==> config.mk <==
export PLATFORM = sky130hd
export DESIGN_NAME = bfg_top
export DESIGN_NICKNAME = d
export VERILOG_FILES = /design/src/bfg_pkg.sv /design/src/bfg_top.sv
export SDC_FILE = /design/constraint.sdc
export NUM_CORES = 1
export LEC_CHECK = 0
export ABC_AREA = 1
export BUFFER_PORTS_ARGS = -buffer_cell sky130_fd_sc_hd__buf_2
export CORE_MARGIN = 5
export CORE_UTILIZATION = 45
export CTS_BUF_LIST = sky130_fd_sc_hd__clkbuf_8
export CTS_CLUSTER_DIAMETER = 30
export DETAILED_ROUTE_END_ITERATION = 12
export GPL_ROUTABILITY_DRIVEN = 0
export GPL_TIMING_DRIVEN = 0
export PLACE_DENSITY_LB_ADDON = 0.3
export SLEW_MARGIN = 10
export SYNTH_ARGS = -nofsm -noshare
export SYNTH_HDL_FRONTEND = slang
export SYNTH_SLANG_ARGS = --single-unit
==> constraint.sdc <==
create_clock -name CLK -period 7.3 [get_ports CLK]
set_input_delay 0 -clock CLK [delete_from_list [all_inputs] [get_ports CLK]]
set_output_delay 0 -clock CLK [all_outputs]
set_load 0.005 [all_outputs]
==> src/bfg_pkg.sv <==
// Constants, encodings and register map of the breaker failure guard
//
// Contract
// - After a trip, a trigger that persists means the breaker stayed closed: failure.
// - A retrip output reissues the trip to a breaker that failed to open.
// - If retrip does not clear it, the breaker failure output trips upstream.
// - A retrip enable setting; when off no retrip output is ever produced.
// - Start by current, output relay command, binary signal, or any combination; the code offers each pair and all three ANDed, and only all three ORed.
// - Current mode compares all three phases and the chosen residual continuously.
// - Signal mode lets any selected internal binary signal trigger the function.
// - Output mode watches the selected output relay control commands.
// - Comparisons use fundamental frequency magnitudes only.
// - Residual source: first input, second input, or derived from phases.
// - Watched lists, node mode and forcing are static, not setting-group dependent.
// - Signal list starts the countdown only when the mode includes signals.
// - Relay list starts the countdown only when the mode includes relays.
// - Node mode On, Blocked, Test, Test/Blocked, Off; default On; needs individual mode allowed.
// - Forcing drives state Normal, Start, Retrip, Failure, Blocked; needs forcing enabled.
// - A current pickup releases only below 97 percent of its threshold.
// - Block sampled at cycle start; active at pickup means blocked, no timing.
package bfg_pkg;

    localparam int unsigned ADDR_W = 6;

    localparam logic [5:0] OFF_CTRL      = 6'h00;
    localparam logic [5:0] OFF_PHASE_SET = 6'h04;
    localparam logic [5:0] OFF_RES_SET   = 6'h08;
    localparam logic [5:0] OFF_SIG_SEL   = 6'h0c;
    localparam logic [5:0] OFF_RELAY_SEL = 6'h10;
    localparam logic [5:0] OFF_RETR_TIME = 6'h14;
    localparam logic [5:0] OFF_FAIL_TIME = 6'h18;
    localparam logic [5:0] OFF_STATUS    = 6'h1c;
    localparam logic [5:0] OFF_IRQ_STAT  = 6'h20;
    localparam logic [5:0] OFF_IRQ_MASK  = 6'h24;

    // Control register fields
    localparam int unsigned CTRL_MODE_LSB  = 0;
    localparam int unsigned CTRL_RETR_BIT  = 3;
    localparam int unsigned CTRL_FORCE_LSB = 4;
    localparam int unsigned CTRL_FORCE_EN  = 7;
    localparam int unsigned CTRL_INDIV_BIT = 8;
    localparam int unsigned CTRL_RES_LSB   = 9;
    localparam int unsigned CTRL_ACT_LSB   = 12;

    localparam logic [31:0] CTRL_RESET      = 32'h0000_0008;
    localparam logic [15:0] PHASE_SET_RESET = 16'h0014;
    localparam logic [15:0] RES_SET_RESET   = 16'h0078;
    localparam logic [15:0] RETR_TIME_RESET = 16'h000a;
    localparam logic [15:0] FAIL_TIME_RESET = 16'h0014;

    // Release at 97 percent of pickup threshold
    localparam logic [6:0] REL_NUM = 7'h61;
    localparam logic [6:0] REL_DEN = 7'h64;

    // Program cycle of 5 ms at 20 MHz
    localparam int unsigned CLK_HZ        = 20_000_000;
    localparam int unsigned PROG_CYCLE_US = 5000;
    localparam int unsigned PROG_CYCLES   = CLK_HZ / 1_000_000 * PROG_CYCLE_US;

    localparam int unsigned IRQ_START = 0;
    localparam int unsigned IRQ_RETR  = 1;
    localparam int unsigned IRQ_FAIL  = 2;
    localparam int unsigned IRQ_BLK   = 3;

    typedef enum logic [2:0] {
        NM_ON      = 3'b000,
        NM_BLOCKED = 3'b001,
        NM_TEST    = 3'b010,
        NM_TESTBLK = 3'b011,
        NM_OFF     = 3'b100
    } bfg_node_e;

    typedef enum logic [2:0] {
        ST_NORMAL  = 3'b000,
        ST_START   = 3'b001,
        ST_RETRIP  = 3'b010,
        ST_FAILURE = 3'b011,
        ST_BLOCKED = 3'b100
    } bfg_state_e;

    typedef enum logic [1:0] {
        RS_NONE    = 2'b00,
        RS_ONE     = 2'b01,
        RS_TWO     = 2'b10,
        RS_DERIVED = 2'b11
    } bfg_res_e;

    typedef enum logic [2:0] {
        AM_CUR         = 3'b000,
        AM_DO          = 3'b001,
        AM_SIG         = 3'b010,
        AM_CUR_AND_DO  = 3'b011,
        AM_CUR_AND_SIG = 3'b100,
        AM_SIG_AND_DO  = 3'b101,
        AM_ALL_AND     = 3'b110,
        AM_ANY_OR      = 3'b111
    } bfg_act_e;

endpackage : bfg_pkg

==> src/bfg_top.sv <==
// Breaker failure guard with AXI4-Lite register slave
`timescale 1ns/100ps
`default_nettype none

module bfg_top #(
    parameter int unsigned PROG_CYCLES = bfg_pkg::PROG_CYCLES
) (
    input  wire logic        CLK,
    input  wire logic        NRST,
    input  wire logic [15:0] IL1_MAG,
    input  wire logic [15:0] IL2_MAG,
    input  wire logic [15:0] IL3_MAG,
    input  wire logic [15:0] RES_ONE_MAG,
    input  wire logic [15:0] RES_TWO_MAG,
    input  wire logic [15:0] RES_DERIVED_MAG,
    input  wire logic [15:0] SIG_IN,
    input  wire logic [15:0] RELAY_CMD,
    input  wire logic        BLOCK_IN,
    output logic             START_OUT,
    output logic             RETRIP_OUT,
    output logic             FAIL_OUT,
    output logic             BLOCKED_OUT,
    output logic             IRQ,
    input  wire logic [5:0]  S_AXI_AWADDR,
    input  wire logic        S_AXI_AWVALID,
    output logic             S_AXI_AWREADY,
    input  wire logic [31:0] S_AXI_WDATA,
    input  wire logic [3:0]  S_AXI_WSTRB,
    input  wire logic        S_AXI_WVALID,
    output logic             S_AXI_WREADY,
    output logic [1:0]       S_AXI_BRESP,
    output logic             S_AXI_BVALID,
    input  wire logic        S_AXI_BREADY,
    input  wire logic [5:0]  S_AXI_ARADDR,
    input  wire logic        S_AXI_ARVALID,
    output logic             S_AXI_ARREADY,
    output logic [31:0]      S_AXI_RDATA,
    output logic [1:0]       S_AXI_RRESP,
    output logic             S_AXI_RVALID,
    input  wire logic        S_AXI_RREADY
);

    // Registers
    logic [31:0] ctrl_q;
    logic [15:0] phase_set_q;
    logic [15:0] res_set_q;
    logic [15:0] sig_sel_q;
    logic [15:0] relay_sel_q;
    logic [15:0] retr_time_q;
    logic [15:0] fail_time_q;
    logic [3:0]  irq_stat_q;
    logic [3:0]  irq_mask_q;

    // AXI write and read side
    logic        aw_have_q;
    logic [5:0]  aw_addr_q;
    logic        w_have_q;
    logic [31:0] w_data_q;
    logic [3:0]  w_strb_q;
    logic        bvalid_q;
    logic [1:0]  bresp_q;
    logic        rvalid_q;
    logic [1:0]  rresp_q;
    logic [31:0] rdata_q;

    wire aw_fire = S_AXI_AWVALID && S_AXI_AWREADY;
    wire w_fire  = S_AXI_WVALID && S_AXI_WREADY;
    wire ar_fire = S_AXI_ARVALID && S_AXI_ARREADY;
    assign S_AXI_AWREADY = !aw_have_q && !bvalid_q;
    assign S_AXI_WREADY  = !w_have_q && !bvalid_q;
    assign S_AXI_ARREADY = !rvalid_q;
    assign S_AXI_BVALID  = bvalid_q;
    assign S_AXI_BRESP   = bresp_q;
    assign S_AXI_RVALID  = rvalid_q;
    assign S_AXI_RRESP   = rresp_q;
    assign S_AXI_RDATA   = rdata_q;

    // Either channel may arrive first; the write lands once both are held
    wire        wr_go   = aw_have_q && w_have_q;
    wire [31:0] wmask   = {{8{w_strb_q[3]}}, {8{w_strb_q[2]}}, {8{w_strb_q[1]}}, {8{w_strb_q[0]}}};
    wire        wr_ctrl = wr_go && aw_addr_q == bfg_pkg::OFF_CTRL;
    wire        wr_ps   = wr_go && aw_addr_q == bfg_pkg::OFF_PHASE_SET;
    wire        wr_rs   = wr_go && aw_addr_q == bfg_pkg::OFF_RES_SET;
    wire        wr_ss   = wr_go && aw_addr_q == bfg_pkg::OFF_SIG_SEL;
    wire        wr_rl   = wr_go && aw_addr_q == bfg_pkg::OFF_RELAY_SEL;
    wire        wr_rt   = wr_go && aw_addr_q == bfg_pkg::OFF_RETR_TIME;
    wire        wr_ft   = wr_go && aw_addr_q == bfg_pkg::OFF_FAIL_TIME;
    wire        wr_is   = wr_go && aw_addr_q == bfg_pkg::OFF_IRQ_STAT;
    wire        wr_im   = wr_go && aw_addr_q == bfg_pkg::OFF_IRQ_MASK;
    wire        wr_ok   = wr_ctrl || wr_ps || wr_rs || wr_ss || wr_rl || wr_rt || wr_ft || wr_is || wr_im
                          || (wr_go && aw_addr_q == bfg_pkg::OFF_STATUS);
    wire [31:0] wr_val  = w_data_q & wmask;

    always_ff @(posedge CLK or negedge NRST)
    begin
        if (!NRST)
        begin
            aw_have_q <= 1'b0;
            aw_addr_q <= 6'h00;
            w_have_q  <= 1'b0;
            w_data_q  <= 32'h0000_0000;
            w_strb_q  <= 4'h0;
            bvalid_q  <= 1'b0;
            bresp_q   <= 2'h0;
        end
        else
        begin
            if (aw_fire)
            begin
                aw_have_q <= 1'b1;
                aw_addr_q <= {S_AXI_AWADDR[5:2], 2'h0};
            end
            if (w_fire)
            begin
                w_have_q <= 1'b1;
                w_data_q <= S_AXI_WDATA;
                w_strb_q <= S_AXI_WSTRB;
            end
            if (wr_go)
            begin
                aw_have_q <= 1'b0;
                w_have_q  <= 1'b0;
                bvalid_q  <= 1'b1;
                bresp_q   <= wr_ok ? 2'h0 : 2'h2;
            end
            else if (bvalid_q && S_AXI_BREADY)
                bvalid_q <= 1'b0;
        end
    end

    // Settings are held apart from any setting group, so nothing else rewrites them
    always_ff @(posedge CLK or negedge NRST)
    begin
        if (!NRST)
        begin
            ctrl_q      <= bfg_pkg::CTRL_RESET;
            phase_set_q <= bfg_pkg::PHASE_SET_RESET;
            res_set_q   <= bfg_pkg::RES_SET_RESET;
            sig_sel_q   <= 16'h0000;
            relay_sel_q <= 16'h0000;
            retr_time_q <= bfg_pkg::RETR_TIME_RESET;
            fail_time_q <= bfg_pkg::FAIL_TIME_RESET;
            irq_mask_q  <= 4'h0;
        end
        else
        begin
            if (wr_ctrl) ctrl_q <= (ctrl_q & ~wmask) | (wr_val & 32'h0000_7fff);
            if (wr_ps)   phase_set_q <= (phase_set_q & ~wmask[15:0]) | wr_val[15:0];
            if (wr_rs)   res_set_q   <= (res_set_q & ~wmask[15:0]) | wr_val[15:0];
            if (wr_ss)   sig_sel_q   <= (sig_sel_q & ~wmask[15:0]) | wr_val[15:0];
            if (wr_rl)   relay_sel_q <= (relay_sel_q & ~wmask[15:0]) | wr_val[15:0];
            if (wr_rt)   retr_time_q <= (retr_time_q & ~wmask[15:0]) | wr_val[15:0];
            if (wr_ft)   fail_time_q <= (fail_time_q & ~wmask[15:0]) | wr_val[15:0];
            if (wr_im)   irq_mask_q  <= (irq_mask_q & ~wmask[3:0]) | wr_val[3:0];
        end
    end

    // Settings decode
    wire        indiv_ok  = ctrl_q[bfg_pkg::CTRL_INDIV_BIT];
    wire [2:0]  mode_raw  = ctrl_q[bfg_pkg::CTRL_MODE_LSB +: 3];
    // Node mode only counts when individual setting is allowed, otherwise On
    wire [2:0]  node_mode = indiv_ok ? mode_raw : bfg_pkg::NM_ON;
    wire        retr_en   = ctrl_q[bfg_pkg::CTRL_RETR_BIT];
    wire        force_en  = ctrl_q[bfg_pkg::CTRL_FORCE_EN];
    wire [2:0]  force_st  = ctrl_q[bfg_pkg::CTRL_FORCE_LSB +: 3];
    wire [1:0]  res_sel   = ctrl_q[bfg_pkg::CTRL_RES_LSB +: 2];
    wire [2:0]  act_mode  = ctrl_q[bfg_pkg::CTRL_ACT_LSB +: 3];
    wire        mode_off  = node_mode == bfg_pkg::NM_OFF;
    wire        mode_blk  = node_mode == bfg_pkg::NM_BLOCKED || node_mode == bfg_pkg::NM_TESTBLK;
    // Test modes run the function but keep the trip contacts quiet
    wire        mode_test = node_mode == bfg_pkg::NM_TEST || node_mode == bfg_pkg::NM_TESTBLK;

    // Pin inputs: three flops, a change counts once stages two and three agree
    logic [32:0] pin_s1_q;
    logic [32:0] pin_s2_q;
    logic [32:0] pin_s3_q;
    logic [32:0] pin_q;
    always_ff @(posedge CLK or negedge NRST)
    begin
        if (!NRST)
        begin
            pin_s1_q <= 33'h0;
            pin_s2_q <= 33'h0;
            pin_s3_q <= 33'h0;
            pin_q    <= 33'h0;
        end
        else
        begin
            pin_s1_q <= {BLOCK_IN, RELAY_CMD, SIG_IN};
            pin_s2_q <= pin_s1_q;
            pin_s3_q <= pin_s2_q;
            pin_q    <= (pin_s2_q & pin_s3_q) | (pin_q & (pin_s2_q | pin_s3_q));
        end
    end
    wire [15:0] sig_v   = pin_q[15:0];
    wire [15:0] relay_v = pin_q[31:16];
    wire        blk_pin = pin_q[32];

    // Current pickup, four channels: three phases and residual
    logic [15:0] res_mag;
    always_comb
    begin
        case (res_sel)
            bfg_pkg::RS_ONE:     res_mag = RES_ONE_MAG;
            bfg_pkg::RS_TWO:     res_mag = RES_TWO_MAG;
            bfg_pkg::RS_DERIVED: res_mag = RES_DERIVED_MAG;
            default:             res_mag = 16'h0000;
        endcase
    end
    // Magnitudes arrive as fundamental frequency values only
    wire [63:0] mags = {res_mag, IL3_MAG, IL2_MAG, IL1_MAG};
    logic [3:0] pick_q;
    genvar gi;
    generate
        for (gi = 0; gi < 4; gi++)
        begin : g_pick
            wire [15:0] thr     = (gi == 3) ? res_set_q : phase_set_q;
            wire        used    = (gi != 3) || (res_sel != bfg_pkg::RS_NONE);
            wire [22:0] m_scale = 23'(mags[gi*16 +: 16]) * 23'(bfg_pkg::REL_DEN);
            wire [22:0] t_scale = 23'(thr) * 23'(bfg_pkg::REL_NUM);
            always_ff @(posedge CLK or negedge NRST)
            begin
                if (!NRST)
                    pick_q[gi] <= 1'b0;
                else if (!used)
                    pick_q[gi] <= 1'b0;
                else if (mags[gi*16 +: 16] > thr)
                    pick_q[gi] <= 1'b1;
                else if (m_scale < t_scale)
                    pick_q[gi] <= 1'b0;
            end
        end
    endgenerate

    // Trigger combination
    wire cur_trig = |pick_q;
    wire sig_trig = |(sig_v & sig_sel_q);
    wire do_trig  = |(relay_v & relay_sel_q);
    logic trig;
    always_comb
    begin
        case (act_mode)
            bfg_pkg::AM_CUR:         trig = cur_trig;
            bfg_pkg::AM_DO:          trig = do_trig;
            bfg_pkg::AM_SIG:         trig = sig_trig;
            bfg_pkg::AM_CUR_AND_DO:  trig = cur_trig && do_trig;
            bfg_pkg::AM_CUR_AND_SIG: trig = cur_trig && sig_trig;
            bfg_pkg::AM_SIG_AND_DO:  trig = sig_trig && do_trig;
            bfg_pkg::AM_ALL_AND:     trig = cur_trig && sig_trig && do_trig;
            bfg_pkg::AM_ANY_OR:      trig = cur_trig || sig_trig || do_trig;
            default:                 trig = 1'b0;
        endcase
    end

    // Program cycle tick; block and trigger are sampled only on it
    logic [31:0] pc_cnt_q;
    wire         tick = pc_cnt_q == PROG_CYCLES - 1;
    always_ff @(posedge CLK or negedge NRST)
    begin
        if (!NRST)
            pc_cnt_q <= 32'h0;
        else
            pc_cnt_q <= tick ? 32'h0 : pc_cnt_q + 32'h1;
    end
    wire blk_now = blk_pin || mode_blk;

    // Supervision state machine, timed in program cycles
    bfg_pkg::bfg_state_e st_q;
    bfg_pkg::bfg_state_e st_d;
    logic [15:0] tmr_q;
    wire         retr_due = retr_en && tmr_q >= retr_time_q;
    wire         fail_due = tmr_q >= fail_time_q;
    always_comb
    begin
        st_d = st_q;
        case (st_q)
            bfg_pkg::ST_NORMAL:
                if (trig)
                    st_d = blk_now ? bfg_pkg::ST_BLOCKED : bfg_pkg::ST_START;
            bfg_pkg::ST_START, bfg_pkg::ST_RETRIP:
                if (!trig)
                    st_d = bfg_pkg::ST_NORMAL;
                else if (blk_now)
                    st_d = bfg_pkg::ST_BLOCKED;
                else if (fail_due)
                    st_d = bfg_pkg::ST_FAILURE;
                else if (retr_due)
                    st_d = bfg_pkg::ST_RETRIP;
            bfg_pkg::ST_FAILURE:
                if (!trig)
                    st_d = bfg_pkg::ST_NORMAL;
                else if (blk_now)
                    st_d = bfg_pkg::ST_BLOCKED;
            bfg_pkg::ST_BLOCKED:
                if (!trig)
                    st_d = bfg_pkg::ST_NORMAL;
            default:
                st_d = bfg_pkg::ST_NORMAL;
        endcase
        if (mode_off)
            st_d = bfg_pkg::ST_NORMAL;
    end

    always_ff @(posedge CLK or negedge NRST)
    begin
        if (!NRST)
        begin
            st_q  <= bfg_pkg::ST_NORMAL;
            tmr_q <= 16'h0000;
        end
        else if (tick)
        begin
            st_q <= st_d;
            if (st_d == bfg_pkg::ST_START || st_d == bfg_pkg::ST_RETRIP || st_d == bfg_pkg::ST_FAILURE)
                tmr_q <= (tmr_q == 16'hffff) ? tmr_q : tmr_q + 16'h0001;
            else
                tmr_q <= 16'h0000;
        end
    end

    // Shown state: forcing overrides the supervised state
    wire [2:0] shown = force_en ? force_st : st_q;
    wire quiet  = mode_off || mode_test;
    wire ret_d  = !quiet && retr_en && (shown == bfg_pkg::ST_RETRIP || shown == bfg_pkg::ST_FAILURE);
    wire fail_d = !quiet && shown == bfg_pkg::ST_FAILURE;
    wire strt_d = shown == bfg_pkg::ST_START || shown == bfg_pkg::ST_RETRIP || shown == bfg_pkg::ST_FAILURE;
    wire blk_d  = shown == bfg_pkg::ST_BLOCKED;

    // Events on rising edges of the outputs; a set beats a same-cycle clear
    wire [3:0] ev_now = {blk_d, fail_d, ret_d, strt_d};
    logic [3:0] ev_q;
    wire  [3:0] ev_rise = ev_now & ~ev_q;
    wire  [3:0] is_clr  = wr_is ? wr_val[3:0] : 4'h0;
    always_ff @(posedge CLK or negedge NRST)
    begin
        if (!NRST)
        begin
            ev_q        <= 4'h0;
            irq_stat_q  <= 4'h0;
            START_OUT   <= 1'b0;
            RETRIP_OUT  <= 1'b0;
            FAIL_OUT    <= 1'b0;
            BLOCKED_OUT <= 1'b0;
            IRQ         <= 1'b0;
        end
        else
        begin
            ev_q        <= ev_now;
            irq_stat_q  <= (irq_stat_q & ~is_clr) | ev_rise;
            START_OUT   <= strt_d;
            RETRIP_OUT  <= ret_d;
            FAIL_OUT    <= fail_d;
            BLOCKED_OUT <= blk_d;
            IRQ         <= |(irq_stat_q & irq_mask_q);
        end
    end

    // Read side
    logic [31:0] rd_mux;
    logic        rd_ok;
    always_comb
    begin
        rd_ok = 1'b1;
        case ({S_AXI_ARADDR[5:2], 2'h0})
            bfg_pkg::OFF_CTRL:      rd_mux = ctrl_q;
            bfg_pkg::OFF_PHASE_SET: rd_mux = {16'h0, phase_set_q};
            bfg_pkg::OFF_RES_SET:   rd_mux = {16'h0, res_set_q};
            bfg_pkg::OFF_SIG_SEL:   rd_mux = {16'h0, sig_sel_q};
            bfg_pkg::OFF_RELAY_SEL: rd_mux = {16'h0, relay_sel_q};
            bfg_pkg::OFF_RETR_TIME: rd_mux = {16'h0, retr_time_q};
            bfg_pkg::OFF_FAIL_TIME: rd_mux = {16'h0, fail_time_q};
            bfg_pkg::OFF_STATUS:    rd_mux = {tmr_q, 5'h0, pick_q, ev_now, shown};
            bfg_pkg::OFF_IRQ_STAT:  rd_mux = {28'h0, irq_stat_q};
            bfg_pkg::OFF_IRQ_MASK:  rd_mux = {28'h0, irq_mask_q};
            default:
            begin
                rd_mux = 32'h0;
                rd_ok  = 1'b0;
            end
        endcase
    end

    always_ff @(posedge CLK or negedge NRST)
    begin
        if (!NRST)
        begin
            rvalid_q <= 1'b0;
            rresp_q  <= 2'h0;
            rdata_q  <= 32'h0;
        end
        else if (ar_fire)
        begin
            rvalid_q <= 1'b1;
            rresp_q  <= rd_ok ? 2'h0 : 2'h2;
            rdata_q  <= rd_mux;
        end
        else if (rvalid_q && S_AXI_RREADY)
            rvalid_q <= 1'b0;
    end
endmodule : bfg_top

`default_nettype wire

==> results.md <==
* Status: completed
* Initial Utilization at 45.3%
* Post-Syn Area at 0.0298 mm²
* Share of cells above drive strength 1 at 10.7%
* Routed wire length at 81.8 mm
* Worst Path Required at 7.83 ns
* Final max-slew violation count at 0
* Largest net degree at the start of global routing at 111
* Final Skew at 0.0468 ns
* Drt initial violations at 1764
* Commonest non-fill, non-tap cell in the layout: inv_1
* Final Power at 0.0123 W
* Vias at 25300
* Core ar. at 0.0657 mm²
* Num rows at 94
* Element type at the critical path end: register
* Final hold vios at 0
* Most frequent cells in the layout: 659 x inv_1, 621 x nand2_1, 527 x ha_1
* H-Tree Depth at 3
* Placed cell count at 4597
* Final Setup Violations at 0
* Ys flop type: dfrtp_1
* Die area at 0.0715 mm²
* Synth area leaders: dfrtp_1 32%, ha_1 22%, inv_1 8.1%, nand2_1 7.8%, fa_1 4.0%
* Initial antenna violation count at 1
* Mapped Avg Cell Area at 8.46 µm²
* First-pass GRT wire length at 130 mm
* Nets@finish at 4697
* DR vias/cell at 5.22
* YS warnings at 0
* Critical Path Most Common Cell: nand2_1
* Met1 Usage GRT at 29.6%
* Vias in the first global route at 24800
* Per-cell routed wire length at 16.9 µm
* Global route hottest layer: met2
* Cts bufs inserted at 74
* Hold path cells at 5
* Tot GR Track Use at 22.9%
* Met3 usage at 4.55%
* Post-synth EDFFs at 0
* Worst-Skew Late Latency at 0.68 ns
* Worst-Margin Slew at 0.845 ns
* Clock-pin slew on the worst setup and hold paths at 0.06 ns
* Filler Cells Inserted at 6056
* Max cap viols at 0
* CP startpoint kind: register
* Placed wire-length estimate at 63.7 mm
* Tmin final at 5.89 ns
* Reg2reg path depth at 30
* Synth area leader: dfrtp_1
* Post-CTS Resized at 0
* Die Span X at 267 µm
* Clk sink count at 390
* Root Buffer: clkbuf_8
* Yosys top cell area share at 31.8%
* Worst path depth at 30
* Die H at 267 µm
* Grt met2 use at 38.0%
* Clk buf depth at 3
* #FFs+latches synth at 390
* CP delay by family, top: adder cells
* RSZ-0062 raised after global routing: no
* Max VDD drop at 0.000235 V
* Arrival time at the worst endpoint at 6.42 ns
* Post-CTS setup buffers at 0
* Yosys cell types at 57
* Remaining Overflow, GRT at 0
* Fin crit share at 80.7%
* Relative slew slack at 43.7%
* IO Pins at 230
* Post-Syn Instances at 3522
* CP Buf/Inv Count at 6
* Core Util, Final at 53.1%
* Fraction of registers with async set/reset at 100%
* Setup CP Type: register to register
* Static leakage at 18.7 nW
* CTS tree: built
* Crit-path slowest cell: a221oi_1
* PortBufs at 207
* P&R area growth vs syn at 17.1%
* Pre-antenna DRT Iters at 6
* Detail Route Antenna Nets at 0
* Achievable Freq at 170 MHz
* DRC Markers at 0
* Post-synthesis sequential area ratio at 32.8%
* Hold Crit Class: primary input to register
* Crit-path max cell delay at 0.58 ns
* Pwr Density at 353 mW/mm²
* Post-Layout Cell Count at 4849
* Critical Path Fanout Max at 10
-- per-layer routing --
metal / wire, µm / vias up / part of all wire (%)
met1: 34700 / 11800 / 42
met5: 0 / - / 0
met2: 38000 / 822 / 46
met3: 5720 / 192 / 7.0
li1: - / 12500 / -
met4: 3310 / 0 / 4.0
-- logic make-up (layout without fill, tap and decap cells) --
| family | after synthesis | count (layout) | synth area share (%) |
|---|---|---|---|
| compound gates | 578 | 578 | 11.2 |
| xor+xnor | 121 | 121 | 3.56 |
| fa+ha+maj | 620 | 620 | 27.3 |
| buf+inv | 696 | 1157 | 8.85 |
| flops | 390 | 390 | 32.8 |
| mux | 2 | 2 | 0.0756 |
| other cells | 1 | 3 | 0.0126 |
| simple gates | 1114 | 1114 | 16.3 |
-- layout make-up --
type	instances	area, µm²	share of cell area [%]
timing repair buffer	327	2320	6.64
antenna	1	2.50	0.00717
inverter	654	2450	7.03
buffer	42	184	0.527
clock buffer	84	1160	3.31
clock inverter	50	542	1.55
sequential	390	9770	28.0
multi-input combinational	2437	17400	49.8
tap	864	1080	3.10
-- metrics by stage --
step | setup TNS (ns) | area [µm²] | setup slack (ns) | hold WS, ns
2_1_floorplan | 0 | 29800 | 2.57 | -0.296
3_3_place_gp | -514.67 | 31900 | -1.42 | 0.108
3_5_place_dp | 0 | 32000 | 1.38 | 0.0460
4_1_cts | 0 | 34900 | 1.36 | 0.000223
5_1_grt | 0 | 34900 | 0.942 | 0.0201
6_report | 0 | 34900 | 1.41 | 0.0502
-- cell usage after synthesis, types with 10 or more instances --
master / count
o21bai_1: 12
nor2_1: 198
nor4_1: 17
o21ai_0: 189
xnor2_1: 29
a221oi_1: 26
inv_2: 10
o21a_1: 10
inv_1: 643
nor3_1: 54
nand2_1: 621
a21oi_1: 216
fa_1: 60
clkbuf_1: 31
o2111ai_1: 18
nor2_2: 15
ha_1: 527
dfstp_2: 11
nand2_2: 28
xor2_1: 92
a31oi_1: 13
dfrtp_1: 379
o22ai_1: 35
maj3_1: 33
nand4_1: 66
nand3_1: 91
-- tightest hold or removal path: stages --
cell and delay [ns]:
buf_2 0.07, nand2_1 0.10, clkbuf_1 0.30, nor2_1 0.16
a21oi_1 0.04
-- power breakdown --
part / switching (W) / internal [W] / leakage (nW) / total [W]
logic: 0.00423 / 0.00256 / 12.9 / 0.00678
clock network: 0.000988 / 0.00143 / 0.912 / 0.00242
registers: 0.000497 / 0.00263 / 4.89 / 0.00313
-- timing repair --
action,CTS,global route
hold buffers,117,0
hold endpoints to repair,442,0
endpoints found under the setup margin,0,0
-- final timing paths --
check                        startpoint                          to  slack (ns)
max                            register                   pick_q[3]        1.41
min                        S_AXI_WVALID                 w_data_q[7]        0.05
max reg2reg                    register                   pick_q[3]        1.41
min reg2reg                 pin_s1_q[5]                 pin_s2_q[5]        0.34
max in group asynchronous          NRST  asynchronous set/reset pin        6.24
min in group asynchronous          NRST                 w_data_q[1]        0.54
No activity file was read; power rests on OpenSTA's default activity.
